## src/cic_defines.vh

```
// What this block does
// (RULE_01) Maskable requests are serviced only while the global mask is clear.
// (RULE_02) After reset the global mask is set and every interrupt disabled.
// (RULE_03) An accepted request waits for the current instruction to finish.
// (RULE_04) Service entry pushes program counter, offset, accumulator and condition codes.
// (RULE_05) Service entry sets the global mask.
// (RULE_06) After stacking, the program counter loads from the source's two-byte vector.
// (RULE_07) Return from service restores registers, clears the mask and resumes.
// (RULE_08) Fixed priority: reset, trap, then sources 0 to 13 ascending.
// (RULE_09) Any interrupt ends wait; only halt-capable sources end halt.
// (RULE_10) The trap always enters service at FFFC, regardless of the mask.
// (RULE_11) External line vectors are taken when event occurred and mask clear.
// (RULE_12) Edge events are latched and cleared on entry to their service.
// (RULE_13) A low on any NANDed input blocks that external line's request; the code forces the line low, a request under sensitivity 00, 10 or 11.
// (RULE_14) Peripheral flags request only when enabled and unmasked, else stay pending.
// (RULE_15) Software clears a peripheral request by writing 0 or a clear sequence.
// (RULE_16) A peripheral clear sequence discards the source's pending latch.
// (RULE_17) Vectors: reset FFFE, source 0 FFFA stepping down by two; 4,12,13 unused.
// (RULE_18) Reload overflow and timebase tick end active-halt only; others never halt.
// (RULE_19) Auto-wakeup ends wakeup-from-halt only; line 4 ends wait and active-halt.
// (RULE_20) Software should program line 4 sensitivity to 01.
// (RULE_21) Sensitivity 00 fall plus low, 01 rise, 10 fall, 11 both edges.
// (RULE_22) Writing a new sensitivity clears that line's pending request.
// (RULE_23) Sensitivity writes are accepted only while the global mask is set.
// (RULE_24) Vector is presented with the accept strobe and held until acknowledged.
`ifndef CIC_DEFINES_VH
`define CIC_DEFINES_VH
`define CIC_NSRC          14
`define CIC_VEC_RESET     16'hfffe
`define CIC_VEC_TRAP      16'hfffc
`define CIC_VEC_SRC0      16'hfffa
`define CIC_UNUSED_MASK   14'h3010
`define CIC_SRC_AUTOWK    0
`define CIC_SRC_EXT4      6
`define CIC_SRC_SUPPLY    7
`define CIC_SRC_RELOAD_OV 9
`define CIC_SRC_TICK      11
`define CIC_EXT_SRC_MASK  14'h002e
`define CIC_ADDR_SENSE1   2'h0
`define CIC_ADDR_SENSE2   2'h1
`define CIC_ADDR_PEND     2'h2
`define CIC_ADDR_STATE    2'h3
`define CIC_SENSE_FALLLOW 2'h0
`define CIC_SENSE_RISE    2'h1
`define CIC_SENSE_FALL    2'h2
`define CIC_SENSE_BOTH    2'h3
`define CIC_MODE_RUN      3'h0
`define CIC_MODE_WAIT     3'h1
`define CIC_MODE_HALT     3'h2
`define CIC_MODE_AHALT    3'h3
`define CIC_MODE_HALTWK   3'h4
`define CIC_ST_IDLE       3'h0
`define CIC_ST_WAITI      3'h1
`define CIC_ST_STACK      3'h2
`define CIC_ST_VECTOR     3'h3
`define CIC_ST_RET        3'h4
`define CIC_NSTACK        3'h5
`endif

```

## src/cic_core.v

```verilog
// The implementer's own choices: the plain strobed port and the placing of the registers.
`timescale 1ns/1ps
`include "cic_defines.vh"
module cic_core (
    input  wire        clk_in,          // CPU clock, 40 MHz
    input  wire        srst_in,         // Synchronous reset, active high
    input  wire [1:0]  reg_addr_in,     // Register address
    input  wire [7:0]  reg_wdata_in,    // Register write data
    input  wire        reg_wr_in,       // Register write strobe
    input  wire        reg_rd_in,       // Register read strobe
    output reg  [7:0]  reg_rdata_out,   // Read data, cycle after strobe
    input  wire [4:0]  ext_pin_in,      // External lines ext_line_0..4 (NAND already applied)
    input  wire [4:0]  ext_gate_n_in,   // Low on any NANDed input holds the line low
    input  wire [13:0] periph_flag_in,  // Peripheral flags, level
    input  wire [13:0] periph_en_in,    // Peripheral enable bits
    input  wire [13:0] periph_clr_in,   // Clear-sequence pulse per source
    input  wire        trap_in,         // Software trap executed, pulse
    input  wire        insn_end_in,     // Current instruction finishes this cycle
    input  wire        ret_in,          // return_from_service executed, pulse
    input  wire        stack_done_in,   // Core finished one push or pop
    input  wire        ack_in,          // Core took the vector
    input  wire [2:0]  power_mode_in,   // Current low-power mode
    output reg         accept_out,      // Request accepted, vector valid
    output reg  [15:0] vector_out,      // Vector address
    output reg         push_out,        // Ask core to push one context item
    output reg         pop_out,         // Ask core to pop one context item
    output reg  [2:0]  stack_sel_out,   // 0 PC lo,1 PC hi,2 offset,3 accum,4 cond_code_reg
    output reg         gmask_out,       // Global mask flag
    output reg         wake_out         // Wake core from low-power mode
);
    localparam ST_IDLE  = `CIC_ST_IDLE;
    localparam ST_WAITI = `CIC_ST_WAITI;
    localparam ST_STACK = `CIC_ST_STACK;
    localparam ST_VEC   = `CIC_ST_VECTOR;
    localparam ST_RET   = `CIC_ST_RET;

    reg  [2:0]  state_r;
    reg  [2:0]  state_nxt;
    reg  [2:0]  cnt_r;
    reg         boot_r;
    reg         trap_r;
    reg  [9:0]  sense_r;
    reg  [4:0]  ext_prev_r;
    reg  [13:0] pend_r;
    reg  [13:0] pend_nxt;
    reg  [3:0]  sel_r;
    reg         sel_trap_r;
    reg  [13:0] ext_req;
    reg  [13:0] active;
    reg         any_act;
    reg  [3:0]  win;
    reg  [13:0] halt_cap;
    reg  [15:0] vec_nxt;
    wire [4:0]  line = ext_pin_in & ext_gate_n_in;              // [RULE_13]
    wire [13:0] ext_src_map = `CIC_EXT_SRC_MASK | (14'h1 << `CIC_SRC_EXT4);
    integer     i;
    integer     e_idx;
    integer     w_idx;
    wire [4:0]  ext_ev;

    // Map external line k to its source number
    function [3:0] ext_src;
        input integer k;
        begin
            ext_src = (k == 0) ? 4'h1 : (k == 1) ? 4'h2 : (k == 2) ? 4'h3 :
                      (k == 3) ? 4'h5 : 4'h6;
        end
    endfunction

    genvar g;
    generate
        for (g = 0; g < 5; g = g + 1) begin : g_ext
            wire [1:0] s    = sense_r[2*g+1:2*g];
            wire       rise = line[g] & ~ext_prev_r[g];
            wire       fall = ~line[g] & ext_prev_r[g];
            wire       ev   = (s == `CIC_SENSE_FALLLOW) ? (fall | ~line[g]) :
                              (s == `CIC_SENSE_RISE)    ? rise :
                              (s == `CIC_SENSE_FALL)    ? fall : (rise | fall);  // [RULE_21]
            assign ext_ev[g] = ev;
        end
    endgenerate

    // One process owns every request bit, so no bit has two drivers
    always @* begin
        ext_req = 14'h0;
        for (e_idx = 0; e_idx < 5; e_idx = e_idx + 1) begin
            ext_req[ext_src(e_idx)] = ext_ev[e_idx];            // [RULE_11]
        end
    end

    // An external event wins over the acknowledge clear; a peripheral clear pulse and a sensitivity write clear win over a set
    always @* begin
        pend_nxt = pend_r;
        for (i = 0; i < `CIC_NSRC; i = i + 1) begin
            if (ext_src_map[i]) begin
                if (state_r == ST_VEC && ack_in && !sel_trap_r && sel_r == i[3:0]) begin
                    pend_nxt[i] = 1'b0;                         // [RULE_12]
                end
            end else if (periph_clr_in[i] || !periph_flag_in[i]) begin
                pend_nxt[i] = 1'b0;                             // [RULE_16]
            end
            if (ext_req[i] || (!ext_src_map[i] && periph_flag_in[i] && !periph_clr_in[i])) begin
                pend_nxt[i] = 1'b1;                             // [RULE_14]
            end
        end
        if (reg_wr_in && gmask_out && reg_addr_in == `CIC_ADDR_SENSE1) begin
            if (reg_wdata_in[1:0] != sense_r[1:0]) pend_nxt[1] = 1'b0;  // [RULE_22]
            if (reg_wdata_in[3:2] != sense_r[3:2]) pend_nxt[2] = 1'b0;
            if (reg_wdata_in[5:4] != sense_r[5:4]) pend_nxt[3] = 1'b0;
        end
        if (reg_wr_in && gmask_out && reg_addr_in == `CIC_ADDR_SENSE2) begin
            if (reg_wdata_in[1:0] != sense_r[7:6]) pend_nxt[5] = 1'b0;  // [RULE_22]
            if (reg_wdata_in[3:2] != sense_r[9:8]) pend_nxt[6] = 1'b0;
        end
        pend_nxt = pend_nxt & ~`CIC_UNUSED_MASK;                // [RULE_17]
    end

    // Active requests and lowest-number winner
    always @* begin
        active = pend_r & (ext_src_map | periph_en_in) & ~`CIC_UNUSED_MASK;  // [RULE_14]
        any_act = |active;
        win = 4'h0;
        for (w_idx = `CIC_NSRC - 1; w_idx >= 0; w_idx = w_idx - 1) begin
            if (active[w_idx]) win = w_idx[3:0];                // [RULE_08]
        end
    end

    // Halt-capable sources per mode
    always @* begin
        halt_cap = 14'h0;
        case (power_mode_in)
            `CIC_MODE_HALT: halt_cap = `CIC_EXT_SRC_MASK;       // [RULE_09]
            `CIC_MODE_AHALT: begin
                halt_cap = `CIC_EXT_SRC_MASK;
                halt_cap[`CIC_SRC_EXT4]      = 1'b1;            // [RULE_19]
                halt_cap[`CIC_SRC_RELOAD_OV] = 1'b1;            // [RULE_18]
                halt_cap[`CIC_SRC_TICK]      = 1'b1;
            end
            `CIC_MODE_HALTWK: begin
                halt_cap = `CIC_EXT_SRC_MASK;
                halt_cap[`CIC_SRC_AUTOWK] = 1'b1;               // [RULE_19]
            end
            default: halt_cap = 14'h3fff;                       // [RULE_09]
        endcase
        halt_cap[`CIC_SRC_SUPPLY] = (power_mode_in == `CIC_MODE_WAIT);  // [RULE_18]
    end

    always @* begin
        if (boot_r) begin
            vec_nxt = `CIC_VEC_RESET;
        end else if (sel_trap_r) begin
            vec_nxt = `CIC_VEC_TRAP;                            // [RULE_10]
        end else begin
            vec_nxt = `CIC_VEC_SRC0 - {11'h0, sel_r, 1'b0};     // [RULE_17]
        end
    end

    always @* begin
        state_nxt = state_r;
        case (state_r)
            ST_IDLE: begin
                if (boot_r) state_nxt = ST_VEC;                 // [RULE_08]
                else if (trap_r || (any_act && !gmask_out)) state_nxt = ST_WAITI;  // [RULE_01]
                else if (ret_in) state_nxt = ST_RET;
            end
            ST_WAITI:  if (insn_end_in) state_nxt = ST_STACK;   // [RULE_03]
            ST_STACK:  if (stack_done_in && cnt_r == `CIC_NSTACK - 3'h1) state_nxt = ST_VEC;
            ST_VEC:    if (ack_in) state_nxt = ST_IDLE;         // [RULE_24]
            ST_RET:    if (stack_done_in && cnt_r == `CIC_NSTACK - 3'h1) state_nxt = ST_IDLE;
            default:   state_nxt = ST_IDLE;
        endcase
    end

    always @(posedge clk_in) begin
        if (srst_in) begin
            state_r       <= ST_IDLE;
            cnt_r         <= 3'h0;
            boot_r        <= 1'b1;
            trap_r        <= 1'b0;
            sense_r       <= 10'h0;
            ext_prev_r    <= 5'h1f;
            pend_r        <= 14'h0;
            sel_r         <= 4'h0;
            sel_trap_r    <= 1'b0;
            gmask_out     <= 1'b1;                              // [RULE_02]
            accept_out    <= 1'b0;
            vector_out    <= 16'h0;
            push_out      <= 1'b0;
            pop_out       <= 1'b0;
            stack_sel_out <= 3'h0;
            wake_out      <= 1'b0;
            reg_rdata_out <= 8'h0;
        end else begin
            state_r    <= state_nxt;
            ext_prev_r <= line;
            pend_r     <= pend_nxt;
            // A trap stays latched until it is the one taken; a new trap wins over the clear
            trap_r     <= trap_in |
                          (trap_r & ~(state_r == ST_WAITI && insn_end_in && sel_trap_r));
            if (state_r == ST_IDLE && state_nxt == ST_WAITI) begin
                sel_trap_r <= trap_r | trap_in;                 // [RULE_10]
                sel_r      <= win;
            end
            // Item index follows the counter, holding between done pulses
            if (state_nxt == ST_STACK || state_nxt == ST_RET) begin
                if (state_r != state_nxt) begin
                    cnt_r         <= 3'h0;
                    stack_sel_out <= 3'h0;
                end else if (stack_done_in) begin
                    cnt_r         <= cnt_r + 3'h1;
                    stack_sel_out <= cnt_r + 3'h1;              // [RULE_04]
                end
            end else begin
                stack_sel_out <= 3'h0;
            end
            push_out      <= (state_nxt == ST_STACK);           // [RULE_04]
            pop_out       <= (state_nxt == ST_RET);             // [RULE_07]
            if (state_r == ST_STACK && state_nxt == ST_VEC) begin
                gmask_out <= 1'b1;                              // [RULE_05]
            end
            if (state_r == ST_RET && state_nxt == ST_IDLE) begin
                gmask_out <= 1'b0;                              // [RULE_07]
            end
            if (state_nxt == ST_VEC) begin
                accept_out <= ~(state_r == ST_VEC && ack_in);
                vector_out <= vec_nxt;                          // [RULE_06]
            end else begin
                accept_out <= 1'b0;
            end
            if (state_r == ST_VEC && ack_in) boot_r <= 1'b0;
            wake_out <= (power_mode_in != `CIC_MODE_RUN) && (|(active & halt_cap) || trap_r);
            if (reg_wr_in && gmask_out) begin                   // [RULE_23]
                if (reg_addr_in == `CIC_ADDR_SENSE1) sense_r[5:0] <= reg_wdata_in[5:0];
                if (reg_addr_in == `CIC_ADDR_SENSE2) sense_r[9:6] <= reg_wdata_in[3:0];
            end
            if (reg_rd_in) begin
                case (reg_addr_in)
                    `CIC_ADDR_SENSE1: reg_rdata_out <= {2'h0, sense_r[5:0]};
                    `CIC_ADDR_SENSE2: reg_rdata_out <= {4'h0, sense_r[9:6]};
                    `CIC_ADDR_PEND:   reg_rdata_out <= pend_r[7:0];
                    default:          reg_rdata_out <= {1'b0, pend_r[13:8], gmask_out};
                endcase
            end else begin
                reg_rdata_out <= 8'h0;
            end
        end
    end
endmodule // cic_core

```

## config.mk

```make
export PLATFORM = sky130hd
export DESIGN_NAME = cic_core
export DESIGN_NICKNAME = d
export VERILOG_FILES = /design/src/cic_core.v
export VERILOG_INCLUDE_DIRS = /design/src
export SDC_FILE = /design/constraint.sdc
export NUM_CORES = 1
export LEC_CHECK = 0
export ABC_AREA = 1
export BUFFER_PORTS_ARGS = -buffer_cell sky130_fd_sc_hd__buf_2
export CORE_UTILIZATION = 46
export DETAILED_ROUTE_END_ITERATION = 10
export PLACE_DENSITY = 0.79
export SLEW_MARGIN = 5
export SYNTH_ARGS = -nofsm -noshare
export SYNTH_HDL_FRONTEND = slang
export SYNTH_SLANG_ARGS = --single-unit
```

## constraint.sdc

```tcl
create_clock -name clk_in -period 1.6 [get_ports clk_in]
set_input_delay 0.16 -clock clk_in [delete_from_list [all_inputs] [get_ports clk_in]]
set_output_delay 0.16 -clock clk_in [all_outputs]
set_load 0.03 [all_outputs]
```

==> reports/metrics.cfg <==
[status]
status=finished, final reports clean

[clock_network]
htreeDepth=3
tritoncts=built
clk_pin_slew_worst_paths_ns=0.06
numCtsBuffers=9
cts_sinks=61
clkLatencyLatePin_ns=0.34
cts-root-buf=clkbuf_8
cts.path.max_buffers=2

[sta]
setup_ws_ns=0.00195
fin_skew_ns=0.00583
rsz0062_at_grt=true
fin_crit_ns=1.60
final.setup.tns_ns=0
hold_viol_final=0
maxSlewViolCount=0
min_period_over_period_pct=99.9
max_freq_mhz=626
setup_violations=0

[finish]
utilization_pct=67.1
multi_input_area_mm2=0.00190
ff_latch_area_mm2=0.00123
fin_nets=642
fill_cells=494
area_delta_synth_final_pct=37.2
drive_gt1_share_pct=38.2
antenna_cells=0

[place]
pre_cts_ws_ns=-0.0220
gp_congestion=1.01
dp_hpwl_mm=5.91
io_buffer_count=78

[synthesis]
syn_nets=528
synthArstFlopShare_pct=0
yosys_most_used_dff=dfxtp_1
ys_types=35
synth_warnings=0
ys_seq_elements=61
synth_edf_count=0
syn_area_mm2=0.00318
yosys.area.top_type_share_pct=38.5
ys_seq_area_share_pct=38.5
synth_common_cells=nand2_1, dfxtp_1, nor2_1
syn-mean-instance-area_um2=7.20
synth_most_common_cell=nand2_1
synth_area_leaders=dfxtp_1, nand2_1, nor2_1
yosysTopAreaCell=dfxtp_1
syn_inst=441

[flow_run]
drv_cap=0

[routing]
routed_wl_mm=8.57
drt-pass1-iter-count=5
wl_per_cell_um=13.5
drt_iter0_markers=196
final_antenna_net_count=0
drcViolationCount=0
via_per_inst=5.25
vias=3333

[worst_setup_path]
worst_path_max_delay_cell=dfxtp_2
cpPeakStageDelay_ns=0.33
reg2reg_slack_ns=0.002
crit_top_cell=nand2_2
r2r-end=vector_out[5]
critical_path_buf_inv_count=1
arrival_ns=1.83
path_cells=nand2_2, nand2_1, nor2_2, nand3_2, nand2_4, nand2_2, nand2_2, nand2_4, nand2_8, nand2_8, buf_6, nand2_2, a21oi_2
crit_family=simple AND/OR/NAND/NOR gates
rr_worst_depth=13
crit_type=flip-flop to flip-flop
worstSetupStartpointType=flip-flop
crit_required_ns=1.83
end_kind=flip-flop
critPathMaxFanout=5
r2r_start=pend_r[7]

[grt]
overflow=0
busiest_layer=met2
gr-usage-met3_pct=5.74
first_global_vias=3003
grt_pass1_wl_mm=13.2
grt_usage_pct=23.4
grtUsageMet2_pct=39.5
met1_usage_pct=28.0
grt_antenna_before_repair=0
grt_max_degree=22

[floorplanning]
die-width_um=85.1
die_h_um=85.1
coreArea_mm2=0.00649
initial_utilization_pct=48.9
die_area_mm2=0.00724
ioPinCount=106
row_count=29

[hold_path]
whs_endpoint=pend_r[11]
min_path_type=input port to flip-flop
min_path_cells=3
hp-start=periph_flag_in[11]

[power_and_ir_drop]
leakage_nw=2.15
power.total_mw=5.12
powerDensity_mw_per_mm2=1170
vdd_drop_max_mv=0.549

==> registers in the layout, summed over array words and instances, names as in the netlist, 3 cells and up <==
| name | flops |
|---|---|
| stack_sel_out | 3 |
| vector_out | 6 |
| pend_r | 11 |
| sense_r | 10 |
| reg_rdata_out | 8 |
| ext_prev_r | 5 |
| state_r | 3 |
| sel_r | 4 |
| cnt_r | 3 |
==> layout make-up <==
cell class                      instances  share of cell area (%)
Inverter                               61                    5.83
Sequential cell                        61                    28.3
Clock buffer                           12                    3.56
Timing Repair Buffer                  118                    16.3
Multi-Input combinational cell        304                    43.6
Tap cell                               77                    2.21
Clock inverter                          2                   0.230
==> how the worst max path moves through the flow <==
stage / startpoint / endpoint / slack [ns] / depth (start not counted)
after global routing: pend_r[7] / stack_sel_out[2] / -0.13 / 13
final: pend_r[7] / vector_out[5] / 0.002 / 13
after global placement: cnt_r[0] / cnt_r[1] / 0.005 / 12
after detailed placement: cnt_r[0] / cnt_r[2] / -0.02 / 12
after CTS: trap_r / sel_r[0] / -0.002 / 14
after floorplan: cnt_r[0] / cnt_r[1] / 0.11 / 12
==> per-stage QoR <==
step | area [µm²] | hold slack (ns) | std cells
after floorplan | 3180 | 0.232 | 441
after global routing | 4360 | 0.0425 | 635
final | 4360 | 0.0306 | 635
after global placement | 3760 | 0.317 | 606
after detailed placement | 3760 | 0.321 | 606
after CTS | 4040 | 0.0243 | 630
==> worst reg2reg max path: stages (launching register included) <==
cell,delay (ns)
dfxtp_2,0.33
nand2_2,0.07
nand2_1,0.08
nor2_2,0.13
nand3_2,0.12
nand2_4,0.12
nand2_2,0.05
nand2_2,0.07
nand2_4,0.08
nand2_8,0.12
nand2_8,0.09
buf_6,0.14
nand2_2,0.05
a21oi_2,0.04
==> kinds of logic after synthesis <==
kind of cell,share of synthesized area (%)
compound gates,14.9
flops,38.5
fa+ha+maj,5.12
other cells,0.118
xor+xnor,3.31
buf+inv,10.3
simple gates,27.7
==> per-layer routing <==
| layer | vias to the layer above | routed length [µm] |
|---|---|---|
| met5 | - | 0 |
| met4 | 0 | 300 |
| met3 | 25 | 548 |
| met2 | 134 | 4230 |
| met1 | 1524 | 3490 |
| li1 | 1650 | - |
==> placed cells by master (no fill, tap or decap), types with 13 or more instances in the layout <==
master,count
nand2_1,67
buf_2,78
inv_2,13
buf_4,33
a21oi_1,32
o21ai_0,24
nor2_1,53
dfxtp_1,50
inv_1,44
nand2_2,17
==> power breakdown <==
part / internal (mW) / total [mW] / switching [mW]
Combinational: 0.736 / 2.05 / 1.31
Sequential: 1.70 / 1.88 / 0.176
Clock: 0.624 / 1.19 / 0.562
Total: 3.06 / 5.12 / 2.05
==> repair_timing <==
action / CTS / global route
hold endpoints to repair: 6 / 0
pin swaps: 8 / 19
endpoints found under the setup margin: 9 / 22
resized for setup: 9 / 74
gates cloned: 1 / 0
hold buffers: 6 / 0
setup buffers: 3 / 5
Power figures use the tool's default switching activity.
